--- src/hw/sbt_pkg.sv ---
// Functional notes
// - All three interrupt causes share one request line; flags tell them apart.
// - Each 100 Hz, 10 Hz and 1 Hz falling edge sets its flag.
// - A cause requests an interrupt only while its enable bit is 1.
// - Control, counter, mask and flag registers sit at 0x5020 to 0x5023.
// - Writing 1 to control bit D4 clears both digits; it reads 0.
// - Clear while running resumes from zero; clear while stopped holds zero.
// - Control bit D0 runs (1) or stops (0); stopped counter holds.
// - Counter register: tenths in D7-4, hundredths in D3-0, read only.
// - Mask bits: 1 Hz at D2, 10 Hz at D1, 100 Hz at D0.
// - Flag bits at D2..D0 reset to 0 and clear on writing 1.
// - The 100 Hz tick comes from 256 Hz in two or three tick steps.
// - Hundredths make the 10 Hz signal at 4:6; tenths make 1 Hz.
// - Run/stop acts on the next 256 Hz edge; stop adds one count.
// - Run and clear written together clear first, then count.
package sbt_pkg;

    localparam int unsigned CLK_HZ   = 40_000_000;
    localparam int unsigned TICK_HZ  = 256;
    localparam int unsigned TICK_DIV = CLK_HZ / TICK_HZ;

    localparam logic [15:0] IDX_CTL = 16'h5020;
    localparam logic [15:0] IDX_CNT = 16'h5021;
    localparam logic [15:0] IDX_MSK = 16'h5022;
    localparam logic [15:0] IDX_FLG = 16'h5023;

    localparam int unsigned CTL_RUN_BIT = 0;
    localparam int unsigned CTL_CLR_BIT = 4;
    localparam int unsigned EVT_W       = 3;

    localparam logic [7:0]  RST_BYTE     = 8'h00;
    localparam logic [3:0]  BCD_ZERO     = 4'h0;
    localparam logic [3:0]  BCD_MAX      = 4'h9;
    localparam logic [15:0] SUBS_PER_SEC = 16'h0064;

    typedef struct packed {
        logic one_hz;
        logic ten_hz;
        logic hundred_hz;
    } sbt_evt_t;

    typedef enum logic [3:0] {
        ST_IDLE = 4'h1,
        ST_ARM  = 4'h2,
        ST_RUN  = 4'h4,
        ST_HALT = 4'h8
    } sbt_run_t;

endpackage

--- src/hw/sbt_top.sv ---
// Register access over Wishbone is this design's own decision.
`timescale 1ns/100ps
module sbt_top
    import sbt_pkg::*;
#(
    parameter int unsigned TICK_CYCLES = TICK_DIV
) (
    input  wire logic        i_clk,
    input  wire logic        i_resetn,
    input  wire logic        i_wb_cyc,
    input  wire logic        i_wb_stb,
    input  wire logic        i_wb_we,
    input  wire logic [31:0] i_wb_adr,
    input  wire logic [3:0]  i_wb_sel,
    input  wire logic [31:0] i_wb_dat,
    output logic      [31:0] o_wb_dat,
    output logic             o_wb_ack,
    output logic             o_irq
);

    localparam int unsigned DIV_W = $clog2(TICK_CYCLES);

    // Hundredths steps must be 2 or 3 ticks apart; the count saturates
    localparam logic [2:0] GAP_ONE   = 3'h1;
    localparam logic [2:0] GAP_SHORT = 3'h2;
    localparam logic [2:0] GAP_LONG  = 3'h3;
    localparam logic [2:0] GAP_TOP   = 3'h7;

    logic [DIV_W-1:0] div_q;
    logic             tick_q;
    logic             ack_q;
    logic [7:0]       rd_q;
    logic             irq_q;
    sbt_run_t         state_q;
    sbt_run_t         state_d;
    logic [7:0]       pos_q;
    sbt_evt_t         flag_q;
    sbt_evt_t         en_q;
    sbt_evt_t         ev;
    sbt_evt_t         clr_mask;
    logic [3:0]       hund_dig;
    logic [3:0]       tenth_dig;
    logic             req;
    logic             wr;
    logic [29:0]      widx;
    logic             hit_ctl;
    logic             hit_cnt;
    logic             hit_msk;
    logic             hit_flg;
    logic             wr_ctl;
    logic             wr_msk;
    logic             wr_flg;
    logic [7:0]       wbyte;
    logic             run_wr1;
    logic             run_wr0;
    logic             clr;
    logic             cnt_en;
    logic             hund_inc;
    logic             ten_inc;
    logic             one_ev;
    logic             run_bit;
    logic [7:0]       rd_d;
    logic             acc;
    logic [2:0]       gap_q;

    // 256 Hz falling edge as a one-cycle enable
    always_ff @(posedge i_clk or negedge i_resetn) begin
        if (!i_resetn) begin
            div_q  <= '0;
            tick_q <= 1'b0;
        end else if (div_q == DIV_W'(TICK_CYCLES - 1)) begin
            div_q  <= '0;
            tick_q <= 1'b1;
        end else begin
            div_q  <= div_q + 1'b1;
            tick_q <= 1'b0;
        end
    end

    // Bus decode: read data latched when taken, acked one cycle later
    // Writes land on the edge that sees ack, where the master expects them
    assign acc   = i_wb_cyc & i_wb_stb;
    assign req   = acc & ~ack_q;
    assign wr    = acc & ack_q & i_wb_we & i_wb_sel[0];
    assign widx  = i_wb_adr[31:2];
    assign wbyte = i_wb_dat[7:0];

    assign hit_ctl = (widx == {14'h0000, IDX_CTL});
    assign hit_cnt = (widx == {14'h0000, IDX_CNT});
    assign hit_msk = (widx == {14'h0000, IDX_MSK});
    assign hit_flg = (widx == {14'h0000, IDX_FLG});

    assign wr_ctl = wr & hit_ctl;
    assign wr_msk = wr & hit_msk;
    assign wr_flg = wr & hit_flg;

    // Reserved bits are simply not stored
    assign run_wr1 = wr_ctl & wbyte[CTL_RUN_BIT];
    assign run_wr0 = wr_ctl & ~wbyte[CTL_RUN_BIT];
    assign clr     = wr_ctl & wbyte[CTL_CLR_BIT];

    // Run requests wait for the next 256 Hz edge
    always_comb begin
        state_d = state_q;
        case (state_q)
            ST_IDLE: begin
                if (run_wr1) begin
                    state_d = ST_ARM;
                end
            end
            ST_ARM: begin
                if (run_wr0) begin
                    state_d = ST_IDLE;
                end else if (tick_q) begin
                    state_d = ST_RUN;
                end
            end
            ST_RUN: begin
                if (run_wr0) begin
                    state_d = ST_HALT;
                end
            end
            ST_HALT: begin
                if (run_wr1) begin
                    state_d = ST_RUN;
                end else if (tick_q) begin
                    state_d = ST_IDLE;
                end
            end
            default: begin
                state_d = ST_IDLE;
            end
        endcase
    end

    always_ff @(posedge i_clk or negedge i_resetn) begin
        if (!i_resetn) begin
            state_q <= ST_IDLE;
        end else begin
            state_q <= state_d;
        end
    end

    // A pending stop still counts on its tick: the extra +1
    assign cnt_en = tick_q & ((state_q == ST_RUN) | (state_q == ST_HALT));
    assign run_bit = (state_q != ST_IDLE);

    // Position within the second; wraps at 256 ticks
    always_ff @(posedge i_clk or negedge i_resetn) begin
        if (!i_resetn) begin
            pos_q <= RST_BYTE;
        end else if (clr) begin
            pos_q <= RST_BYTE;
        end else if (cnt_en) begin
            pos_q <= pos_q + 8'h01;
        end
    end

    // Hundredths step where floor(pos*100/256) moves: gaps of 2 or 3
    function automatic logic sub_step(input logic [7:0] p);
        logic [15:0] now_v;
        logic [15:0] nxt_v;
        now_v = 16'(p) * SUBS_PER_SEC;
        nxt_v = (16'(p) + 16'h0001) * SUBS_PER_SEC;
        sub_step = (now_v[15:8] != nxt_v[15:8]);
    endfunction

    // Clear with run restarts from zero on the following ticks
    assign hund_inc = cnt_en & ~clr & sub_step(pos_q);

    // Ticks since the last hundredths step, kept only to check the pattern
    always_ff @(posedge i_clk or negedge i_resetn) begin
        if (!i_resetn) begin
            gap_q <= GAP_ONE;
        end else if (clr | hund_inc) begin
            gap_q <= GAP_ONE;
        end else if (cnt_en && (gap_q != GAP_TOP)) begin
            gap_q <= gap_q + GAP_ONE;
        end
    end

    sbt_bcd_digit #(
        .MAX_VAL (BCD_MAX)
    ) u_hund (
        .i_clk    (i_clk),
        .i_resetn (i_resetn),
        .i_clr    (clr),
        .i_inc    (hund_inc),
        .o_digit  (hund_dig),
        .o_wrap   (ten_inc)
    );

    // Tenths pace 25 or 26 ticks in 4:6 mix, so 1 Hz is exact
    sbt_bcd_digit #(
        .MAX_VAL (BCD_MAX)
    ) u_tenth (
        .i_clk    (i_clk),
        .i_resetn (i_resetn),
        .i_clr    (clr),
        .i_inc    (ten_inc),
        .o_digit  (tenth_dig),
        .o_wrap   (one_ev)
    );

    assign ev.hundred_hz = hund_inc;
    assign ev.ten_hz     = ten_inc;
    assign ev.one_hz     = one_ev;

    // Write-1-to-clear; a new event in the same cycle wins
    assign clr_mask = wr_flg ? sbt_evt_t'(wbyte[EVT_W-1:0]) : '0;

    always_ff @(posedge i_clk or negedge i_resetn) begin
        if (!i_resetn) begin
            flag_q <= '0;
        end else begin
            flag_q <= (flag_q & ~clr_mask) | ev;
        end
    end

    always_ff @(posedge i_clk or negedge i_resetn) begin
        if (!i_resetn) begin
            en_q <= '0;
        end else if (wr_msk) begin
            en_q <= sbt_evt_t'(wbyte[EVT_W-1:0]);
        end
    end

    // One shared request line; lags the flags by one cycle
    always_ff @(posedge i_clk or negedge i_resetn) begin
        if (!i_resetn) begin
            irq_q <= 1'b0;
        end else begin
            irq_q <= |(flag_q & en_q);
        end
    end

    // Counter is read live; software double-reads to filter a carry
    always_comb begin
        rd_d = RST_BYTE;
        if (hit_ctl) begin
            rd_d[CTL_RUN_BIT] = run_bit;
        end else if (hit_cnt) begin
            rd_d = {tenth_dig, hund_dig};
        end else if (hit_msk) begin
            rd_d[EVT_W-1:0] = en_q;
        end else if (hit_flg) begin
            rd_d[EVT_W-1:0] = flag_q;
        end
    end

    always_ff @(posedge i_clk or negedge i_resetn) begin
        if (!i_resetn) begin
            ack_q <= 1'b0;
            rd_q  <= RST_BYTE;
        end else begin
            ack_q <= req;
            if (req) begin
                rd_q <= rd_d;
            end
        end
    end

    assign o_wb_ack = ack_q;
    assign o_wb_dat = {24'h000000, rd_q};
    assign o_irq    = irq_q;
endmodule

--- src/hw/sbt_bcd_digit.sv ---
`timescale 1ns/100ps
module sbt_bcd_digit
    import sbt_pkg::*;
#(
    parameter logic [3:0] MAX_VAL = BCD_MAX
) (
    input  wire logic       i_clk,
    input  wire logic       i_resetn,
    input  wire logic       i_clr,
    input  wire logic       i_inc,
    output logic [3:0]      o_digit,
    output logic            o_wrap
);

    logic [3:0] dig_q;

    // Clear has priority so a count in the clear cycle is dropped
    always_ff @(posedge i_clk or negedge i_resetn) begin
        if (!i_resetn) begin
            dig_q <= BCD_ZERO;
        end else if (i_clr) begin
            dig_q <= BCD_ZERO;
        end else if (i_inc) begin
            if (dig_q == MAX_VAL) begin
                dig_q <= BCD_ZERO;
            end else begin
                dig_q <= dig_q + 4'h1;
            end
        end
    end

    // Combinational carry lets both digits step on the same tick
    assign o_wrap  = i_inc & ~i_clr & (dig_q == MAX_VAL);
    assign o_digit = dig_q;

endmodule

--- config.mk ---
export PLATFORM = sky130hd
export DESIGN_NAME = sbt_top
export DESIGN_NICKNAME = d
export VERILOG_FILES = /design/src/hw/sbt_pkg.sv /design/src/hw/sbt_top.sv /design/src/hw/sbt_bcd_digit.sv
export SDC_FILE = /design/constraint.sdc
export NUM_CORES = 1
export LEC_CHECK = 0
export ABC_AREA = 0
export BUFFER_PORTS_ARGS = -buffer_cell sky130_fd_sc_hd__buf_2
export CAP_MARGIN = 5
export CORE_UTILIZATION = 25
export CTS_CLUSTER_DIAMETER = 150
export CTS_CLUSTER_SIZE = 14
export DETAILED_ROUTE_END_ITERATION = 8
export SETUP_SLACK_MARGIN = 0.15
export SLEW_MARGIN = 5
export SYNTH_ARGS = -nofsm -noshare
export SYNTH_HDL_FRONTEND = slang
export SYNTH_HIERARCHICAL = 1
export SYNTH_SLANG_ARGS = --single-unit
--- constraint.sdc ---
create_clock -name i_clk -period 9.23 [get_ports i_clk]
set_input_delay 0.923 -clock i_clk [delete_from_list [all_inputs] [get_ports i_clk]]
set_output_delay 0.923 -clock i_clk [all_outputs]
set_load 0.02 [all_outputs]
==> impl_results.md <==
* Die ar. at 0.0186 mm^2
* CP startpoint kind: register
* Post-CTS setup repair buffer count at 0
* Finished Cell Area at 0.00510 mm^2
* Highest metal used: met4
* Routed wl met2 at 4260 um
* Sinks on Clock Net at 55
* Metal1 wirelength at 4600 um
* WS Path Type: reg2reg
* Root Buffer: clkbuf_16
* Synth warnings at 6
* Placed cell count at 741
* Worst-skew pair later-pin latency at 290 ps
* Worst Tran Pin Value at 897 ps
* Max cap viols at 0
* Detailed-router iteration count before antenna repair at 4
* Critical path required time at 9450 ps
* Hold Path Class: reg2reg
* Largest cells by area after synthesis: dfrtp_1 30%, ha_1 17%, xnor2_1 5.8%
* Sequential share of the synthesized area at 0.304
* DP Area at 0.00495 mm^2
* Die Ht at 137 um
* Antenna Cells at 0
* DRC at 0
* Die width at 137 um
* Async SR Flop Fraction at 1.00
* VDD IR max at 70.3 uV
* Most frequent cells in the layout: 62 x ha_1, 54 x dfrtp_1, 49 x buf_2, 37 x nand2_1, 37 x nor2_1
* Fmax at 173 MHz
* Run status: complete, no violations
* Pwr Density at 90.5 mW/mm^2
* Setup Skew at 3.68 ps
* Detailed-route via count at 3431
* Critical Path End Type: register
* Core area at 0.0175 mm^2
* Setup_tns at 0 ps
* Final Hold Vio Count at 0
* Arr. time, crit path at 6020 ps
* Vias per inst at 4.58
* I/O pins at 107
* H-tree Lvls at 2
* TritonCTS buffer count at 5
* Final min period at 5800 ps
* Wire length per cell at 12.3 um
* Area grow syn2layout at 12.7%
* Post-route insts no fill at 749
* Most used DFF post-synth: dfrtp_1
* Leak at 2.46 nW
* Reg clk slew, reported paths at 70 ps
* Post-Syn Area at 0.00453 mm^2
* Max Root-Sink Buffers at 2
* # port buffers at 49
* RSZ-0062 raised after global routing: no
* NumNets Final at 663
* Slew Viols, Final at 0
* Initial core utilization at 0.259
* EDFF count, synth at 0
* DRT iter0 DRCs at 224
* Yosys cell types at 70
* Site Rows at 48
* Hold buffer count at CTS at 0
* Setup Viol. Count Final at 0
* Hpwl dp at 7370 um
* WL met3 at 313 um
* Clock tree from TritonCTS: done
* Number of global-route vias before repair at 3198
* Initial antenna violation count at 0
* Final period util at 0.628
* Final GP Congestion at 0.750
* Yosys reg bits at 55
* All-layer global routing usage at 0.105
* Syn avg cell area at 9.63 um^2
* Largest net degree at the start of global routing at 56
* Cts repair resizes at 0
* Grt ovf at 0
* First-pass GRT wire length at 15800 um
* Commonest non-fill, non-tap cell in the layout: ha_1
* Max-slew headroom at 0.401
* Final Power at 462 uW
* Hold WS at 467 ps
* CP max FO at 12
* Final Routed Wirelength at 9230 um
* Antenna violation net count after detailed routing at 0
* Top-area cell type share of the netlist area at 0.299
* Area leader, netlist: dfrtp_1
* Cells after Synth at 470
* Fraction of layout cells with a size suffix above 1 at 0.149
-- Yosys cell counts (8+ instances only) --
master / count
a21oi_1: 14
buf_4: 24
dfrtp_1: 54
ha_1: 62
inv_1: 30
nand2_1: 37
nand2b_1: 10
nand3_1: 17
nor2_1: 37
nor4_1: 8
o21ai_0: 9
xnor2_1: 30
xor2_1: 17
-- final cells by class --
class / instances / area [um^2]
Fill cell: 1839 / 12400
Clock buffer: 6 / 139
Tap cell: 225 / 282
Timing Repair Buffer: 52 / 268
Clock inverter: 2 / 16.3
Sequential cell: 55 / 1380
Inverter: 31 / 116
Multi-Input combinational cell: 378 / 2900
-- sequential cells by signal (all words and copies together), names as in the netlist --
signal and flops:
div_q 18, o_wb_ack 1, pos_q 8, tick_q 1
o_irq 1, u_hund/o_digit 4, state_q 4, rd_q 8
flag_q 3, u_tenth/o_digit 4, en_q 3
-- final timing paths --
path | startpoint | to | slack, ps | cells past startpoint
worst max-delay path | pos_q[0] | u_tenth/o_digit[2] | 3430 | 18
worst min register to register | rd_q[0] | rd_q[0] | 470 | 2
worst min-delay path | rd_q[0] | rd_q[0] | 470 | 2
max in group asynchronous | i_resetn | div_q[13] | 8000 | 2
min in group asynchronous | i_resetn | div_q[9] | 760 | 2
worst max register to register | pos_q[0] | u_tenth/o_digit[2] | 3430 | 18
-- worst max-delay path, cell delays in order (launching register included) --
cell and delay (ps):
dfrtp_1 610, ha_1 370, nand3_1 200, xnor2_1 450
ha_1 320, ha_1 300, ha_1 300, ha_1 370
a21o_1 200, a21oi_1 210, o211ai_1 120, a21oi_1 350
xnor2_4 170, o31ai_2 110, nand2_1 210, nor3b_1 770
nand2_1 140, or3b_1 400, a21oi_2 120
-- cell families after synthesis --
logic type,share of synthesized area
other cells,0.000829
flops,0.304
compound gates,0.0993
xor+xnor,0.102
mux,0.0265
buf+inv,0.0730
fa+ha+maj,0.194
simple gates,0.200
-- routing by layer --
metal  track usage  vias to the layer above
li1              -                     1723
met1         0.150                     1641
met2         0.172                       62
met3        0.0122                        5
met4        0.0185                        0
met5             0                        -
-- per-stage QoR --
| stage | setup slack [ps] | utilization |
|---|---|---|
| 6_report | 3430 | 0.292 |
| 5_1_grt | 2830 | 0.292 |
| 4_1_cts | 3320 | 0.292 |
| 3_5_place_dp | 3380 | 0.283 |
| 3_3_place_gp | 3430 | 0.283 |
| 2_1_floorplan | 4480 | - |
-- power breakdown --
part           switching, mW  internal (mW)  total [mW]
Clock                 0.0846          0.109       0.193
Combinational         0.0196        0.00758      0.0272
Sequential          0.000217          0.241       0.241
Total                  0.104          0.357       0.462
No activity file was read; power rests on OpenSTA's default activity.
